[config.mk]
export PLATFORM = sky130hd
export DESIGN_NAME = cwsc_top
export DESIGN_NICKNAME = d
export VERILOG_FILES = /design/src/include/cwsc_pkg.sv /design/src/rtl/cwsc_deadband.sv /design/src/rtl/cwsc_top.sv
export VERILOG_INCLUDE_DIRS = /design/src /design/src/include
export SDC_FILE = /design/constraint.sdc
export NUM_CORES = 1
export LEC_CHECK = 0
export BUFFER_PORTS_ARGS = -buffer_cell sky130_fd_sc_hd__buf_2
export CAP_MARGIN = 20
export CORE_AREA = 2 2 123 125
export DETAILED_ROUTE_END_ITERATION = 16
export DIE_AREA = 0 0 125 127
export HOLD_SLACK_MARGIN = 0.12
export PLACE_DENSITY = 0.53
export SETUP_SLACK_MARGIN = 0.15
export SLEW_MARGIN = 30
export SYNTH_ARGS = -nofsm -noshare
export SYNTH_HDL_FRONTEND = slang
export SYNTH_SLANG_ARGS = --single-unit
export TNS_END_PERCENT = 10
[constraint.sdc]
create_clock -name pclk -period 1.9 [get_ports pclk]
set_input_delay 0.475 -clock pclk [delete_from_list [all_inputs] [get_ports pclk]]
set_output_delay 0.475 -clock pclk [all_outputs]
set_load 0.005 [all_outputs]
[src/include/cwsc_defines.svh]
// register offsets, field positions, reset values of the waveform block
// assumes an 8-bit APB byte address, one 32-bit word per register
`ifndef CWSC_DEFINES_SVH
`define CWSC_DEFINES_SVH

// byte offsets
`define CWSC_OFS_CTRL0 8'h00
`define CWSC_OFS_CTRL1 8'h04
`define CWSC_OFS_SHUT 8'h08
`define CWSC_OFS_DBR 8'h0C
`define CWSC_OFS_DBF 8'h10
`define CWSC_OFS_STAT 8'h14

// reset values
`define CWSC_RST_CTRL0 8'h00
`define CWSC_RST_CTRL1 8'h00
`define CWSC_RST_SHUT 8'h00
`define CWSC_RST_DB 6'h00

// writable bits per register
`define CWSC_CTRL0_MASK 8'hF9
`define CWSC_CTRL1_MASK 8'h33
`define CWSC_SHUT_MASK 8'hC3

// control one fields
`define CWSC_BIT_OVR_B 5
`define CWSC_BIT_OVR_A 4
`define CWSC_BIT_SRC_HI 1
`define CWSC_BIT_SRC_LO 0

// shutdown control fields
`define CWSC_BIT_REQ 7
`define CWSC_BIT_ARS 6
`define CWSC_BIT_SDS_HI 1
`define CWSC_BIT_SDS_LO 0

// status fields
`define CWSC_BIT_ST_A 0
`define CWSC_BIT_ST_B 1
`define CWSC_BIT_ST_FAULT 2
`define CWSC_BIT_ST_RUN 3

`endif

[src/include/cwsc_pkg.sv]
// types shared by the waveform block and its dead-band module
// assumes the defines header is compiled alongside
package cwsc_pkg;

  // control register zero, msb first
  typedef struct packed {
    logic module_enable;
    logic out_b_pin_enable;
    logic out_a_pin_enable;
    logic out_b_polarity;
    logic out_a_polarity;
    logic [1:0] unused;
    logic deadband_clock_select;
  } cwsc_ctrl0_t;

  // a pair of complementary drives
  typedef struct packed {
    logic b;
    logic a;
  } cwsc_pair_t;

  // output sequencing
  typedef enum logic [1:0] {
    CWSC_SHUT,
    CWSC_WAIT_EDGE,
    CWSC_RUN
  } cwsc_state_t;

endpackage

[src/rtl/cwsc_deadband.sv]
// dead-band sequencer: turns one source level into two non-overlapping
// drives; assumes a synchronised source and a one-cycle count tick
`timescale 1ns/1ps
module cwsc_deadband (
  input wire logic pclk, // system clock
  input wire logic presetn, // async reset, active low
  input wire logic run, // module enabled
  input wire logic src, // synchronised source level
  input wire logic tick, // one dead-band clock period
  input wire logic [5:0] rise_count, // delay before a turns on
  input wire logic [5:0] fall_count, // delay before b turns on
  output cwsc_pkg::cwsc_pair_t drive, // raw drives, active high
  output logic rise_edge // source rising edge, pulse
);
  import cwsc_pkg::*;

  logic src_prev;
  logic [5:0] cnt;
  logic pend_a;
  logic pend_b;
  cwsc_pair_t next_drive;
  logic [5:0] next_cnt;
  logic next_pend_a;
  logic next_pend_b;
  logic fall_edge;
  logic [5:0] cnt_inc;

  // edge detection on the source
  assign rise_edge = run & src & ~src_prev;
  assign fall_edge = run & ~src & src_prev;
  assign cnt_inc = 6'(cnt + 6'h01);

  // edge starts a delay; the count completes the opposite turn-on
  always_comb begin
    next_drive = drive;
    next_cnt = cnt;
    next_pend_a = pend_a;
    next_pend_b = pend_b;
    if (!run) begin
      next_drive = '0;
      next_cnt = '0;
      next_pend_a = 1'b0;
      next_pend_b = 1'b0;
    end else if (rise_edge) begin
      next_drive.b = 1'b0;
      next_drive.a = (rise_count == 6'h00);
      next_pend_a = (rise_count != 6'h00);
      next_pend_b = 1'b0;
      next_cnt = '0;
    end else if (fall_edge) begin
      next_drive.a = 1'b0;
      next_drive.b = (fall_count == 6'h00);
      next_pend_b = (fall_count != 6'h00);
      next_pend_a = 1'b0;
      next_cnt = '0;
    end else if (tick && (pend_a || pend_b)) begin
      next_cnt = cnt_inc;
      if (pend_a && cnt_inc == rise_count) begin
        next_drive.a = 1'b1;
        next_pend_a = 1'b0;
      end
      if (pend_b && cnt_inc == fall_count) begin
        next_drive.b = 1'b1;
        next_pend_b = 1'b0;
      end
    end
  end

  // state registers
  always_ff @(posedge pclk or negedge presetn) begin
    if (!presetn) begin
      src_prev <= 1'b0;
      cnt <= '0;
      pend_a <= 1'b0;
      pend_b <= 1'b0;
      drive <= '0;
    end else begin
      src_prev <= src;
      cnt <= next_cnt;
      pend_a <= next_pend_a;
      pend_b <= next_pend_b;
      drive <= next_drive;
    end
  end

endmodule

[src/rtl/cwsc_top.sv]
// complementary waveform generator with shutdown override and restart,
// registers on APB; assumes pins and oscillator arrive asynchronously
//
// Added by the designer: the register offsets and the APB register port.
`timescale 1ns/1ps
`include "cwsc_defines.svh"
module cwsc_top (
  input wire logic pclk, // system clock, 20 MHz
  input wire logic presetn, // async reset, active low
  input wire logic psel, // apb select
  input wire logic penable, // apb access phase
  input wire logic pwrite, // apb write
  input wire logic [7:0] paddr, // apb byte address
  input wire logic [31:0] pwdata, // apb write data
  output logic [31:0] prdata, // apb read data
  output logic pready, // apb ready
  output logic pslverr, // apb error, unmapped address
  input wire logic [3:0] source_in, // four waveform sources
  input wire logic [1:0] shutdown_in, // two shutdown inputs
  input wire logic internal_fast_oscillator, // 16 MHz oscillator
  output logic out_a, // pin level a
  output logic out_b, // pin level b
  output logic out_a_oe_n, // pin a driven when low
  output logic out_b_oe_n // pin b driven when low
);
  import cwsc_pkg::*;

  // register state
  cwsc_ctrl0_t ctrl0;
  logic [7:0] ctrl1;
  logic shutdown_request;
  logic auto_restart_enable;
  logic [1:0] shutdown_select;
  logic [5:0] rise_deadband_count;
  logic [5:0] fall_deadband_count;
  cwsc_state_t state;
  cwsc_state_t next_state;

  // synchronisers: first stage read only by the second
  logic [6:0] pin_meta;
  logic [6:0] pin_sync;
  logic osc_prev;

  // bus decode
  wire setup = psel & ~penable;
  wire access = psel & penable;
  wire hit_ctrl0 = (paddr == `CWSC_OFS_CTRL0);
  wire hit_ctrl1 = (paddr == `CWSC_OFS_CTRL1);
  wire hit_shut = (paddr == `CWSC_OFS_SHUT);
  wire hit_dbr = (paddr == `CWSC_OFS_DBR);
  wire hit_dbf = (paddr == `CWSC_OFS_DBF);
  wire hit_stat = (paddr == `CWSC_OFS_STAT);
  wire hit_any = hit_ctrl0 | hit_ctrl1 | hit_shut | hit_dbr | hit_dbf
                 | hit_stat;
  wire wr = access & pwrite & hit_any;
  wire wr_ctrl0 = wr & hit_ctrl0;
  wire wr_ctrl1 = wr & hit_ctrl1;
  wire wr_shut = wr & hit_shut;
  wire wr_dbr = wr & hit_dbr;
  wire wr_dbf = wr & hit_dbf;

  // zero wait states; unmapped address answers with an error
  assign pready = 1'b1;
  assign pslverr = access & ~hit_any;

  // synchronised pins
  wire [3:0] src_sync = pin_sync[3:0];
  wire [1:0] sd_sync = pin_sync[5:4];
  wire osc_sync = pin_sync[6];

  // input source select
  wire [1:0] src_sel = ctrl1[`CWSC_BIT_SRC_HI:`CWSC_BIT_SRC_LO];
  wire src_level = src_sync[src_sel];

  // dead-band clock: every pclk, or each oscillator rising edge
  wire osc_edge = osc_sync & ~osc_prev;
  wire db_tick = ctrl0.deadband_clock_select ? osc_edge : 1'b1;

  // level-sensitive fault from the selected shutdown inputs
  wire fault = |(sd_sync & shutdown_select);

  // requests to set or clear the shutdown request bit
  wire sw_set = wr_shut & pwdata[`CWSC_BIT_REQ];
  wire sw_clr = wr_shut & ~pwdata[`CWSC_BIT_REQ];
  wire auto_clr = auto_restart_enable & shutdown_request;
  wire any_clr = (sw_clr | auto_clr) & ~fault;
  wire any_set = sw_set | fault;
  // a set in the same cycle as a clear wins
  wire next_request = any_set ? 1'b1 :
                      (any_clr ? 1'b0 : shutdown_request);

  // shutdown is active on the request bit or on a live fault
  wire shut_now = shutdown_request | fault;

  // dead-band sequencer
  cwsc_pair_t raw;
  logic rise_edge;

  cwsc_deadband i_cwsc_deadband (
    .pclk(pclk),
    .presetn(presetn),
    .run(ctrl0.module_enable),
    .src(src_level),
    .tick(db_tick),
    .rise_count(rise_deadband_count),
    .fall_count(fall_deadband_count),
    .drive(raw),
    .rise_edge(rise_edge)
  );

  // restart sequencing: shutdown, then wait for a source rising edge
  always_comb begin
    next_state = state;
    unique case (state)
      CWSC_SHUT: begin
        if (!shut_now && !sw_set) begin
          next_state = CWSC_WAIT_EDGE;
        end
      end
      CWSC_WAIT_EDGE: begin
        if (rise_edge) begin
          next_state = CWSC_RUN;
        end
      end
      CWSC_RUN: begin
        next_state = CWSC_RUN;
      end
      default: next_state = CWSC_SHUT;
    endcase
    if (!ctrl0.module_enable || shut_now || sw_set) begin
      next_state = CWSC_SHUT;
    end
  end

  // pin levels: overrides raw in shutdown, polarity only while running
  wire running = (next_state == CWSC_RUN);
  wire ovr_a = ctrl1[`CWSC_BIT_OVR_A];
  wire ovr_b = ctrl1[`CWSC_BIT_OVR_B];
  wire run_a = raw.a ^ ctrl0.out_a_polarity;
  wire run_b = raw.b ^ ctrl0.out_b_polarity;
  wire next_a = running ? run_a : ovr_a;
  wire next_b = running ? run_b : ovr_b;
  wire next_oe_a_n = ~(ctrl0.module_enable & ctrl0.out_a_pin_enable);
  wire next_oe_b_n = ~(ctrl0.module_enable & ctrl0.out_b_pin_enable);

  // read mux
  wire [7:0] shut_rd = {shutdown_request, auto_restart_enable, 4'h0,
                        shutdown_select};
  wire [7:0] stat_rd = {4'h0, (state == CWSC_RUN), fault, out_b, out_a};
  wire [7:0] rd_value = hit_ctrl0 ? ctrl0 :
                        hit_ctrl1 ? ctrl1 :
                        hit_shut ? shut_rd :
                        hit_dbr ? {2'h0, rise_deadband_count} :
                        hit_dbf ? {2'h0, fall_deadband_count} :
                        hit_stat ? stat_rd : 8'h00;

  // masked write data
  wire [7:0] ctrl0_wval = pwdata[7:0] & `CWSC_CTRL0_MASK;
  wire [7:0] ctrl1_wval = pwdata[7:0] & `CWSC_CTRL1_MASK;

  // pin synchronisers and oscillator edge
  always_ff @(posedge pclk or negedge presetn) begin
    if (!presetn) begin
      pin_meta <= '0;
      pin_sync <= '0;
      osc_prev <= 1'b0;
    end else begin
      pin_meta <= {internal_fast_oscillator, shutdown_in, source_in};
      pin_sync <= pin_meta;
      osc_prev <= osc_sync;
    end
  end

  // control register zero and one
  always_ff @(posedge pclk or negedge presetn) begin
    if (!presetn) begin
      ctrl0 <= `CWSC_RST_CTRL0;
      ctrl1 <= `CWSC_RST_CTRL1;
    end else begin
      if (wr_ctrl0) begin
        ctrl0 <= ctrl0_wval;
      end
      if (wr_ctrl1) begin
        ctrl1 <= ctrl1_wval;
      end
    end
  end

  // shutdown control
  always_ff @(posedge pclk or negedge presetn) begin
    if (!presetn) begin
      shutdown_request <= 1'(`CWSC_RST_SHUT >> `CWSC_BIT_REQ);
      auto_restart_enable <= 1'b0;
      shutdown_select <= 2'h0;
    end else begin
      shutdown_request <= next_request;
      if (wr_shut) begin
        auto_restart_enable <= pwdata[`CWSC_BIT_ARS];
        shutdown_select <= pwdata[`CWSC_BIT_SDS_HI:`CWSC_BIT_SDS_LO];
      end
    end
  end

  // dead-band counts
  always_ff @(posedge pclk or negedge presetn) begin
    if (!presetn) begin
      rise_deadband_count <= `CWSC_RST_DB;
      fall_deadband_count <= `CWSC_RST_DB;
    end else begin
      if (wr_dbr) begin
        rise_deadband_count <= pwdata[5:0];
      end
      if (wr_dbf) begin
        fall_deadband_count <= pwdata[5:0];
      end
    end
  end

  // read data captured in the setup cycle
  always_ff @(posedge pclk or negedge presetn) begin
    if (!presetn) begin
      prdata <= '0;
    end else if (setup && !pwrite) begin
      prdata <= {24'h000000, rd_value};
    end
  end

  // sequencer state and pins; reset starts from shutdown
  always_ff @(posedge pclk or negedge presetn) begin
    if (!presetn) begin
      state <= CWSC_SHUT;
      out_a <= 1'b0;
      out_b <= 1'b0;
      out_a_oe_n <= 1'b1;
      out_b_oe_n <= 1'b1;
    end else begin
      state <= next_state;
      out_a <= next_a;
      out_b <= next_b;
      out_a_oe_n <= next_oe_a_n;
      out_b_oe_n <= next_oe_b_n;
    end
  end

endmodule

-- Word-level counts from Yosys, hierarchy flattened
Cells that the tools add are included.
- register bits after elaboration: 66
- input bits: 52
- output and inout bits: 38
- word-level logic and storage cells: 142
- add/subtract/negate cells: 1
- magnitude comparators: 1
- equality and inequality tests: 13
- muxes and demuxes: 37
- bitwise operators: 41
- reduce and logical (&&, ||, !) cells: 22
- operator list (kind ; number):
    two-way mux 6 bit ; 6
    two-way mux 8 bit ; 3
    bitwise AND 1 bit ; 21
    two-way mux 1 bit ; 18
    == test 8 x 4 -> 1 bit (second input constant) ; 2
    == test 8 x 5 -> 1 bit (second input constant) ; 2
    two-way mux 2 bit ; 7
    == test 6 bit ; 2
    logical NOT 6 bit ; 2
    != test 4 x 1 -> 1 bit (second input constant) ; 3
    nonzero test 6 bit ; 2
    NOT 1 bit ; 9
    == test 8 x 3 -> 1 bit (second input constant) ; 1
    logical NOT 8 bit ; 1
    bitwise OR 1 bit ; 8
    adder 6 x 1 -> 6 bit (second input constant) ; 1
    case mux 2 bit (3 select lines) ; 1
    logical AND 1 bit ; 5
    == test 2 bit (second input constant) ; 2
    logical NOT 1 bit ; 4
    two-way mux 4 bit ; 1
    AND reduction 2 bit ; 2
    logical OR 1 bit ; 3
    < comparator 2 x 3 -> 1 bit (second input constant) ; 1
    other kinds (7) ; 8

-- Longest topological paths before layout
Gate-level depths: netlist (run 1).
- word-level depth: 16
- mapped depth: 6
- gate-level depth less buffers: 6

-- Cells and area by module
A second synthesis (run 1) with hierarchy kept.
- cell total of the unflattened synthesis: 289
- area, all modules: 3318.2 um^2
- by module, submodules not included (module ; times used ; cells an instance ; area an instance (um^2) ; sequential area each (um^2)):
    cwsc_top ; 1 ; 207 ; 2516.2 ; 1378.8
    cwsc_deadband ; 1 ; 82 ; 802.0 ; 275.3

-- Worst setup path after synthesis (run 1)
Ideal clock, no wire load.
- kind: input to register
- start: in paddr[0]
- end: reg ctrl1[0]
- library setup time: 125 ps
- data arrival time: 1837 ps
- data required time: 1775 ps
- setup slack: -61 ps
- stages: 5
- buffers on the path: 0
- cells stage by stage: nor4_1 > and2b_2 > nand4_4 > nor4b_4 > mux2_2
- cells in the longest elaborated chain, start to end: 8
- elaborated cells between the ends (all ways): 13
- those cells by class: eq/ne: 5; bitwise: 7; reduce/logical: 1
- ends and longest elaborated chain (what ; line ; source):
    from (decl) ; cwsc_top.sv:13 ; input wire logic [7:0] paddr,
    == test 8 x 3 -> 1 bit (no line) or logical NOT 8 bit (tied branches) ; n/a ;
    bitwise OR 1 bit (4 in series) ; cwsc_top.sv:53 ; wire hit_any = hit_ctrl0 | hit_ctrl1 | hit_shut | hit_dbr | hit_dbf
    bitwise OR 1 bit ; cwsc_top.sv:54 ; | hit_stat;
    bitwise AND 1 bit ; cwsc_top.sv:55 ; wire wr = access & pwrite & hit_any;
    bitwise AND 1 bit * ; cwsc_top.sv:57 ; wire wr_ctrl1 = wr & hit_ctrl1;
    to (signal assigned) ; cwsc_top.sv:178 ; ctrl1 <= `CWSC_RST_CTRL1;
    to (signal assigned) ; cwsc_top.sv:184 ; ctrl1 <= ctrl1_wval;
    to (decl) ; cwsc_top.sv:30 ; logic [7:0] ctrl1;
Mark *: on every way between the ends. The rest lies on a longest branch, timed or not.
A chain may end at the register's enable or synchronous reset.

-- Worst setup path in the final report (run 1)
- start: in paddr[6]
- end: out pslverr
- cells in the longest elaborated chain, start to end: 8
- elaborated cells between the ends (all ways): 13
- those cells by class: eq/ne: 5; bitwise: 7; reduce/logical: 1
- ends and longest elaborated chain (what ; line ; source):
    == test 8 x 3 -> 1 bit (no line) or logical NOT 8 bit (tied branches) ; n/a ;
    bitwise OR 1 bit (4 in series) ; cwsc_top.sv:53 ;
    bitwise OR 1 bit * ; cwsc_top.sv:54 ;
    NOT 1 bit * ; cwsc_top.sv:64 ; assign pslverr = access & ~hit_any;
    bitwise AND 1 bit * ; cwsc_top.sv:64 ;
    to (decl) ; cwsc_top.sv:17 ; output logic pslverr,
Marks and branches as above.

==> results.tsv, run 1 <==
stage	metric	value	unit
outcome	outcome	complete, no violations	
global_routing	grt-ovfl-total	0	
global_routing	grt_pass1_vias	2451	
place	io_buffers	40	
layout	fin_nets	405	
drt	vias	2285	
global_routing	grt_use_met3	0.0151	
worst_setup_path	endpoint_kind	primary output	
synthesis	synth_seq_area_share	0.503	
drt	drcViolationCount	0	
job	cap_viol_max_count	0	
worst_setup_path	cp_slowest_stage_delay	260	ps
die	ios	90	
worst_setup_path	ff2ff_path_depth	6	
worst_hold_path	hold_path_class	in -> async	
die	die-area	0.0159	mm²
drt	firstDrtPassIters	4	
worst_setup_path	r2r_setup_slack	110	ps
layout	finalInstanceArea	0.00430	mm²
sta	drv_slew	0	
sta	finalSetupViolations	0	
worst_setup_path	start_kind	input port	
global_routing	antenna_found_initial	0	
worst_setup_path	cpMostUsedCell	buf_6	
synthesis	netlist_area	0.00329	mm²
worst_setup_path	cp_slowest_cell	nor4_4	
layout	post-route-util	0.298	
worst_setup_path	reg2reg_from	ctrl1[0]$_DFFE_PN0P_	
sta	fin_crit	1790	ps
die	rows	44	
clock_tree	cts.htree.levels	3	
clock_tree	postCtsHoldBufs	0	
synthesis	ys_types	53	
clock_tree	root_buffer	clkbuf_16	
clock_tree	path_clk_slew	50	ps
global_routing	grt_pass1_wl	12.6	mm
drt	wl_per_cell	14.1	µm
die	core_area	0.0144	mm²
clock_tree	cts_tree	yes	
place	gp_congestion	0.758	
worst_setup_path	worstPathCellList	buf_6 > nor4_4 > and2b_2 > buf_6 > a21oi_2 > buf_2	
sta	rsz0062_at_grt	true	
sta	fin_setup_tns	0	ps
die	fp.dieH	127	µm
clock_tree	cts.sinks	66	
sta	hold_viol	0	
synthesis	ys_async_sr_fraction	1.00	
sta	final.setup.worst_slack	110	ps
worst_setup_path	critPathBufInv	3	
drt	drt.antenna.violating_nets	0	
layout	num_antenna_cells	0	
power_and_ir_drop	powerDensity	800	mW/mm²
clock_tree	insertion_delay	330	ps
drt	drt_iter0_drc	104	
synthesis	synth_area_leaders	dfrtp_1 49%, mux2_2 9.9%, buf_4 5.7%	
worst_setup_path	critPathKind	in -> out	
global_routing	track_usage	0.0989	
synthesis	yosys_warnings	0	
synthesis	synth_largest_area_cell	dfrtp_1	
global_routing	grt_util_met2	0.168	
synthesis	syn_inst	280	
layout	drive_above_1_share	0.415	
synthesis	yosys_most_used_dff	dfrtp_1	
global_routing	globalRouteMet1Util	0.127	
die	die_w	125	µm
drt	viasPerCell	4.22	
synthesis	yosysTopAreaCellShare	0.487	
worst_setup_path	critPathTopFamily	simple AND/OR/NAND/NOR gates	
synthesis	synth-edff-count	0	
place	dpl.hpwl	5.69	mm
place	place_area	0.00382	mm²
sta	period_share	0.942	
power_and_ir_drop	peakVddDrop	0.505	mV
worst_setup_path	worstPathRequired	1420	ps
sta	clock_skew	5.98	ps
layout	syn2layout_area_growth	30.7	%
sta	hold_ws	158	ps
global_routing	grt_max_degree	67	
clock_tree	clockBufferDepth	2	
layout	nFillCells	1489	
sta	tightest_slew	659	ps
place	place_ws	-238	ps
worst_setup_path	cp_max_fo	2	
sta	slew_headroom	0.557	
power_and_ir_drop	leakage	1.97	nW
drt	wl	7.63	mm
worst_setup_path	worstPathArrival	1320	ps
synthesis	synth-seq-cells	66	
clock_tree	numCtsBuffers	9	
worst_setup_path	rr_endpoint	i_cwsc_deadband.drive[1]$_DFFE_PN0P_	
die	initial_core_util	0.228	
global_routing	top_usage_layer	met2	
sta	timing.fmax	559	MHz
synthesis	syn_area_per_cell	11.8	µm²
-- metal layers --
metal | vias up | wire [µm]
li1 | 1080 | -
met1 | 1132 | 3480
met2 | 62 | 3780
met3 | 11 | 258
met4 | 0 | 116
met5 | - | 0
-- what timing repair did --
action                     in CTS  in global routing
setup endpoints to repair      26                 29
buffers inserted                2                  3
pin swaps                       6                  6
resized for setup              14                  8
-- final cells by class --
class                      instances  area (µm²)  area share
sequential                        66        1660       0.385
tap                              184         230      0.0535
multi-input combinational        194        1570       0.366
clock inverter                     6        80.1      0.0186
clock buffer                      10         239      0.0556
timing repair buffer              73         493       0.115
inverter                           8        30.0     0.00698
-- power by group --
part	switching (W)	total (W)	internal (W)
clock network	0.000584	0.00176	0.00117
logic	0.000130	0.000223	0.0000937
registers	0.0000194	0.00146	0.00144
total	0.000734	0.00344	0.00271
-- synthesized netlist by cell type (3+ instances only) --
| cell | number |
|---|---|
| buf_2 | 5 |
| mux2i_1 | 4 |
| nand3_1 | 7 |
| nor2b_1 | 3 |
| a21oi_1 | 5 |
| a22o_1 | 4 |
| buf_4 | 25 |
| o21ai_0 | 7 |
| nor2_1 | 14 |
| xor2_1 | 8 |
| inv_1 | 8 |
| xnor2_1 | 14 |
| clkbuf_1 | 4 |
| and3_1 | 3 |
| a22oi_1 | 6 |
| mux2_2 | 29 |
| nor4_1 | 5 |
| nand2_1 | 22 |
| dfrtp_1 | 64 |
-- metrics by stage --
stage	std cells	total power (W)
detailed placement	520	0.00169
CTS	538	0.00347
global placement	520	0.00169
floorplan	303	0.00161
finish	541	0.00344
global route	541	0.00357
-- registers in the layout, summed over array words and instances (netlist names), 4 cells and up --
signal	count
prdata	8
pin_meta	7
pin_sync	7
ctrl0	6
fall_deadband_count	6
i_cwsc_deadband.cnt	6
rise_deadband_count	6
ctrl1	4
-- cells by family (layout without fill, tap and decap cells) --
family                   count (synthesis)  after routing  share of synthesized area
AND/OR/NAND/NOR                         70             70                      0.129
XOR/XNOR                                24             24                     0.0722
other                                    2             25                    0.00228
multiplexers                            35             35                      0.125
adder cells (fa/ha/maj)                  1              1                    0.00380
AO/OA/AOI/OAI                           39             39                     0.0848
buffers and inverters                   43             97                     0.0798
flip-flops                              66             66                      0.503
-- layout by cell type, fill, tap and decap left out, types with 3 or more instances in the layout --
master | Yosys | routed
dfrtp_1 | 64 | 63
buf_2 | 5 | 38
mux2_2 | 29 | 29
buf_4 | 25 | 29
conb_1 | 2 | 25
nand2_1 | 22 | 22
nor2_1 | 14 | 14
xnor2_1 | 14 | 12
clkbuf_16 | 0 | 9
inv_1 | 8 | 8
xor2_1 | 8 | 7
o21ai_0 | 7 | 7
nand3_1 | 7 | 6
a22oi_1 | 6 | 6
a21oi_2 | 2 | 4
a22o_1 | 4 | 4
mux2i_1 | 4 | 4
clkinv_2 | 0 | 4
buf_6 | 0 | 4
nor2b_1 | 3 | 3
-- worst max-delay path by stage --
stage | start | endpoint | slack [ps] | cells after the start
after CTS | paddr[6] | pslverr | 110 | 6
after detailed placement | paddr[0] | rise_deadband_count[3]$_DFFE_PN0P_ | -240 | 7
after floorplan | paddr[0] | ctrl1[0]$_DFFE_PN0P_ | -40 | 5
final | paddr[6] | pslverr | 110 | 6
after global routing | ctrl1[0]$_DFFE_PN0P_ | out_b$_DFF_PN0_ | 60 | 5
after global placement | paddr[0] | ctrl0[5]$_DFFE_PN0P_ | -250 | 7
(Power assumes the default switching activity.)
==> run 2: changes to the inputs <==
CELL_PAD_IN_SITES_DETAIL_PLACEMENT = 1   (was default)
CELL_PAD_IN_SITES_GLOBAL_PLACEMENT = 1   (was default)
PLACE_DENSITY = 0.62   (was 0.53)
==> run 2 against run 1 <==
Core utilization rose by 0.15 points. Sequential power about the same. Non-clock buffer count shrank 6. First-iteration DRC count rose by 7.7%. Via count increased by 2.7%. Worst setup slack worse by 100 ps. Critical endpoint is now out_a$_DFF_PN0_. Highest routed layer unchanged.
==> results.tsv, run 2 (synthesis results as in run 1) <==
stage	metric	value	unit
die	die_w	125	µm
sta	clock_skew	8.19	ps
worst_setup_path	reg2reg_from	ctrl1[0]$_DFFE_PN0P_	
global_routing	antenna_found_initial	0	
place	place_area	0.00381	mm²
global_routing	grt_pass1_wl	13.6	mm
worst_setup_path	r2r_setup_slack	6	ps
layout	fin_nets	399	
power_and_ir_drop	sequentialPowerShare	0.435	
place	io_buffers	40	
layout	post-route-util	0.300	
sta	hold_viol	0	
sta	fin_crit	1890	ps
power_and_ir_drop	leakage	1.94	nW
drt	wl	8.44	mm
global_routing	grt_pass1_vias	2571	
die	ios	90	
layout	finalInstanceArea	0.00432	mm²
power_and_ir_drop	switchingPower	0.000802	W
place	dpl.hpwl	6.04	mm
clock_tree	path_clk_slew	60	ps
worst_setup_path	cp_slowest_stage_delay	410	ps
sta	fin_setup_tns	0	ps
drt	wl_per_cell	15.8	µm
drt	drt_iter0_drc	112	
layout	num_antenna_cells	0	
drt	drt.antenna.violating_nets	0	
sta	drv_slew	0	
power_and_ir_drop	total_power	0.00336	W
outcome	outcome	complete, no violations	
layout	top_register	prdata	
power_and_ir_drop	switching_share	0.239	
global_routing	grt-ovfl-total	0	
drt	firstDrtPassIters	4	
layout	final-seq-area	0.00166	mm²
die	fp.dieH	127	µm
layout	nFillCells	1634	
worst_setup_path	worstPathRequired	2110	ps
power_and_ir_drop	p_int	0.00255	W
die	initial_core_util	0.228	
die	rows	44	
worst_setup_path	cp_slowest_cell	mux4_2	
clock_tree	numCtsBuffers	9	
sta	period_share	0.997	
die	core_area	0.0144	mm²
worst_setup_path	cp_max_fo	4	
worst_setup_path	ff2ff_path_depth	6	
die	die-area	0.0159	mm²
power_and_ir_drop	powerDensity	777	mW/mm²
layout	multi_input_area	0.00163	mm²
worst_setup_path	worstPathCellList	mux4_2 > nand2b_4 > buf_6 > nand4bb_1 > a21oi_2 > mux2_4	
place	place_ws	-256	ps
power_and_ir_drop	peakVddDrop	0.385	mV
layout	final_common_cell	dfrtp_1	
clock_tree	insertion_delay	330	ps
power_and_ir_drop	combinationalPowerShare	0.067	
drt	drcViolationCount	0	
sta	timing.fmax	528	MHz
sta	final.setup.worst_slack	5.97	ps
clock_tree	root_buffer	clkbuf_16	
clock_tree	cts.sinks	66	
layout	drive_above_1_share	0.407	
global_routing	track_usage	0.109	
place	gp_congestion	0.762	
clock_tree	clockBufferDepth	2	
power_and_ir_drop	clockPowerShare	0.498	
layout	syn2layout_area_growth	31.3	%
layout	largest_reg_flops	8	
worst_setup_path	endpoint_kind	flop	
worst_setup_path	rr_endpoint	out_a$_DFF_PN0_	
global_routing	grt_max_degree	67	
sta	rsz0062_at_grt	true	
clock_tree	cts.htree.levels	3	
worst_hold_path	hold_path_class	in -> async	
worst_setup_path	start_kind	flop	
drt	viasPerCell	4.39	
sta	finalSetupViolations	0	
worst_setup_path	critPathKind	reg -> reg	
worst_setup_path	worstPathArrival	2100	ps
layout	layout_common_cells	63 x dfrtp_1, 38 x buf_2, 25 x conb_1	
job	cap_viol_max_count	0	
clock_tree	cts_tree	yes	
drt	vias	2346	
layout	top_regs	prdata x8, pin_meta x7, pin_sync x7	
-- run 2: timing repair --
action / 4_1_cts / 5_1_grt
buffers inserted: 2 / 0
endpoints found under the setup margin: 19 / 28
gates resized for setup: 13 / 27
hold endpoints to repair: 0 / 0
pin swaps: 7 / 8
hold buffers: 0 / 0
-- run 2: layer usage --
metal / track usage / up-vias / part of all wire
met4: 0.0346 / 0 / 0.018
met5: 0 / - / 0
li1: - / 1066 / -
met3: 0.0230 / 14 / 0.032
met2: 0.180 / 54 / 0.49
met1: 0.144 / 1212 / 0.46
-- run 2: layout make-up --
cell class,instances,area share
tap,184,0.0533
timing repair buffer,67,0.110
multi-input combinational,194,0.377
clock inverter,7,0.0180
sequential,66,0.383
inverter,8,0.00695
clock buffer,9,0.0521
-- run 2: worst max-delay path, delay by kind of cell (launching register included) --
family          cells  cell delay (ps)
compound gates      1              270
mux                 2              740
flops               1              390
buf+inv             1              110
simple gates        2              260
-- run 2: how the worst max path moves through the flow --
stage	from	to	slack (ps)
after floorplan	paddr[0]	ctrl1[0]$_DFFE_PN0P_	-40
after global placement	paddr[0]	ctrl1[0]$_DFFE_PN0P_	-230
after detailed placement	paddr[0]	ctrl1[0]$_DFFE_PN0P_	-260
after CTS	ctrl1[0]$_DFFE_PN0P_	out_b$_DFF_PN0_	-30
after global routing	ctrl1[0]$_DFFE_PN0P_	out_a$_DFF_PN0_	-60
final	ctrl1[0]$_DFFE_PN0P_	out_a$_DFF_PN0_	6
-- run 2: per-stage QoR --
step,std cells,hold WS [ps]
CTS,535,172
global placement,517,334
floorplan,303,179
detailed placement,517,336
global route,535,193
finish,535,157
-- run 2: power groups by stage --
| stage | sequential, W | clock, W | combinational (W) |
|---|---|---|---|
| after global routing | 0.00146 | 0.00177 | 0.000252 |
| final | 0.00146 | 0.00167 | 0.000226 |
| after detailed placement | 0.00148 | 0 | 0.000211 |
| after CTS | 0.00146 | 0.00170 | 0.000222 |
| after global placement | 0.00148 | 0 | 0.000203 |
| after floorplan | 0.00148 | 0 | 0.000132 |
==> run 3: changes to the inputs <==
CORE_AREA = 2 2 118 131   (was 2 2 123 125)
DIE_AREA = 0 0 120 133   (was 0 0 125 127)
==> run 3 against run 2 <==
Worst hold slack better by 91 ps. Cell count rose by 3.4%. Fmax grew 1.8%. First-iteration DRC count down 29%. Critical endpoint is now i_cwsc_deadband.pend_b$_DFFE_PN0P_. Largest cell class unchanged.
==> results.tsv, run 3 (synthesis results as in run 1) <==
stage	metric	value	unit
outcome	outcome	complete, no violations	
power_and_ir_drop	peakVddDrop	0.393	mV
sta	rsz0062_at_grt	true	
layout	final_cells	553	
worst_setup_path	worstPathArrival	2080	ps
drt	firstDrtPassIters	4	
drt	drt_iter0_drc	79	
worst_hold_path	worstHoldStart	source_in[1]	
job	cap_viol_max_count	0	
sta	hold_viol	0	
layout	final_common_cell	dfrtp_1	
clock_tree	path_clk_slew	60	ps
clock_tree	clockBufferDepth	2	
drt	wl_per_cell	15.5	µm
die	die_w	120	µm
clock_tree	cts_tree	yes	
layout	largest_reg_flops	8	
drt	vias	2312	
layout	syn2layout_area_growth	34.3	%
worst_setup_path	critPathBufInv	2	
sta	fin_crit	1860	ps
drt	wl	8.54	mm
die	fp.dieH	133	µm
sta	clock_skew	6.15	ps
worst_setup_path	cp_max_fo	3	
layout	top_register	prdata	
worst_setup_path	ff2ff_path_depth	7	
sta	timing.fmax	537	MHz
worst_setup_path	cp_slowest_cell	mux4_2	
worst_setup_path	endpoint_kind	flop	
power_and_ir_drop	powerDensity	777	mW/mm²
layout	drive_above_1_share	0.417	
place	gp_congestion	0.736	
clock_tree	cts.sinks	66	
layout	post-route-util	0.299	
drt	viasPerCell	4.18	
clock_tree	insertion_delay	330	ps
global_routing	track_usage	0.113	
sta	hold_ws	248	ps
worst_setup_path	worstSetupStartpoint	ctrl1[0]$_DFFE_PN0P_	
place	dpl.hpwl	6.24	mm
clock_tree	cts.htree.levels	3	
worst_hold_path	min_to	pin_meta[1]$_DFF_PN0_	
worst_setup_path	rr_endpoint	i_cwsc_deadband.pend_b$_DFFE_PN0P_	
worst_setup_path	critPathTopFamily	multiplexers	
worst_setup_path	worstPathCellList	mux4_2 > buf_6 > nand2b_4 > nand3_4 > a21oi_4 > buf_6 > a22o_1	
worst_setup_path	cpMostUsedCell	buf_6	
place	io_buffers	40	
clock_tree	root_buffer	clkbuf_16	
drt	drcViolationCount	0	
worst_setup_path	reg2reg_from	ctrl1[0]$_DFFE_PN0P_	
place	place_inst	534	
die	core_area	0.0148	mm²
global_routing	grt_pass1_vias	2545	
die	ios	90	
drt	drt.antenna.violating_nets	0	
global_routing	antenna_found_initial	0	
sta	finalSetupViolations	0	
die	initial_core_util	0.223	
layout	fin_nets	405	
sta	period_share	0.979	
clock_tree	numCtsBuffers	9	
power_and_ir_drop	total_power	0.00343	W
worst_setup_path	cp_slowest_stage_delay	570	ps
layout	num_antenna_cells	0	
die	rows	47	
worst_setup_path	critPathKind	reg -> reg	
worst_hold_path	hold_path_class	in -> reg	
global_routing	grt-ovfl-total	0	
worst_hold_path	hold_depth	1	
power_and_ir_drop	leakage	1.99	nW
layout	top_regs	prdata x8, pin_meta x7, pin_sync x7	
global_routing	grt_pass1_wl	13.8	mm
layout	layout_common_cells	64 x dfrtp_1, 38 x buf_2, 25 x conb_1	
global_routing	grt_max_degree	27	
worst_setup_path	worstPathRequired	2110	ps
sta	drv_slew	0	
layout	nFillCells	1644	
worst_setup_path	r2r_setup_slack	40	ps
worst_setup_path	start_kind	flop	
die	die-area	0.0160	mm²
==> run 3: changes by cell type in the layout (fill, tap and decap cells not counted), sizes merged <==
cell / change
buf: +5
clkinvlp: -3
clkbuf: +4
inv: -1
dlygate4sd3: +1
==> run 3: worst max path at each step <==
stage                                         endpoint  cells past startpoint
floorplan                         ctrl1[0]$_DFFE_PN0P_                      5
global placement                  ctrl1[0]$_DFFE_PN0P_                      7
CTS                 i_cwsc_deadband.pend_b$_DFFE_PN0P_                      7
finish              i_cwsc_deadband.pend_b$_DFFE_PN0P_                      7
detailed placement                ctrl1[4]$_DFFE_PN0P_                      7
global route        i_cwsc_deadband.pend_a$_DFFE_PN0P_                      7
==> run 3: routing by layer <==
metal / share of wire / track usage
met1: 0.44 / 0.141
met2: 0.50 / 0.185
met3: 0.048 / 0.0371
met4: 0.011 / 0.0340
met5: 0 / 0
==> run 3: report_power, final <==
part	internal, W	switching, W
Clock	0.00113	0.000614
Combinational	0.0000977	0.000132
Sequential	0.00144	0.0000227
==> run 3: area by class of cell <==
type	instances	area, µm²	share of cell area
Sequential cell	66	1650	0.374
Multi-Input combinational cell	194	1640	0.370
Clock buffer	13	270	0.0611
Inverter	8	30.0	0.00679
Timing Repair Buffer	73	539	0.122
Clock inverter	3	46.3	0.0105
Tap cell	196	245	0.0555
==> run 3: metrics by stage <==
step / area (µm²) / setup WS (ps) / setup TNS, ps
final: 4420 / 39.2 / 0
after global routing: 4420 / -22.1 / -45.6
after CTS: 4300 / 21.4 / 0
after detailed placement: 3870 / -255 / -5070
after global placement: 3870 / -228 / -4280
after floorplan: 3380 / -37.2 / -358
==> run 3: what timing repair did <==
item / 4_1_cts / 5_1_grt
pin swaps: 7 / 15
hold endpoints to repair: 16 / 0
hold buffers: 1 / 0
buffers inserted: 1 / 1
gates cloned: 0 / 0
gates resized for setup: 17 / 22
endpoints found under the setup margin: 31 / 35
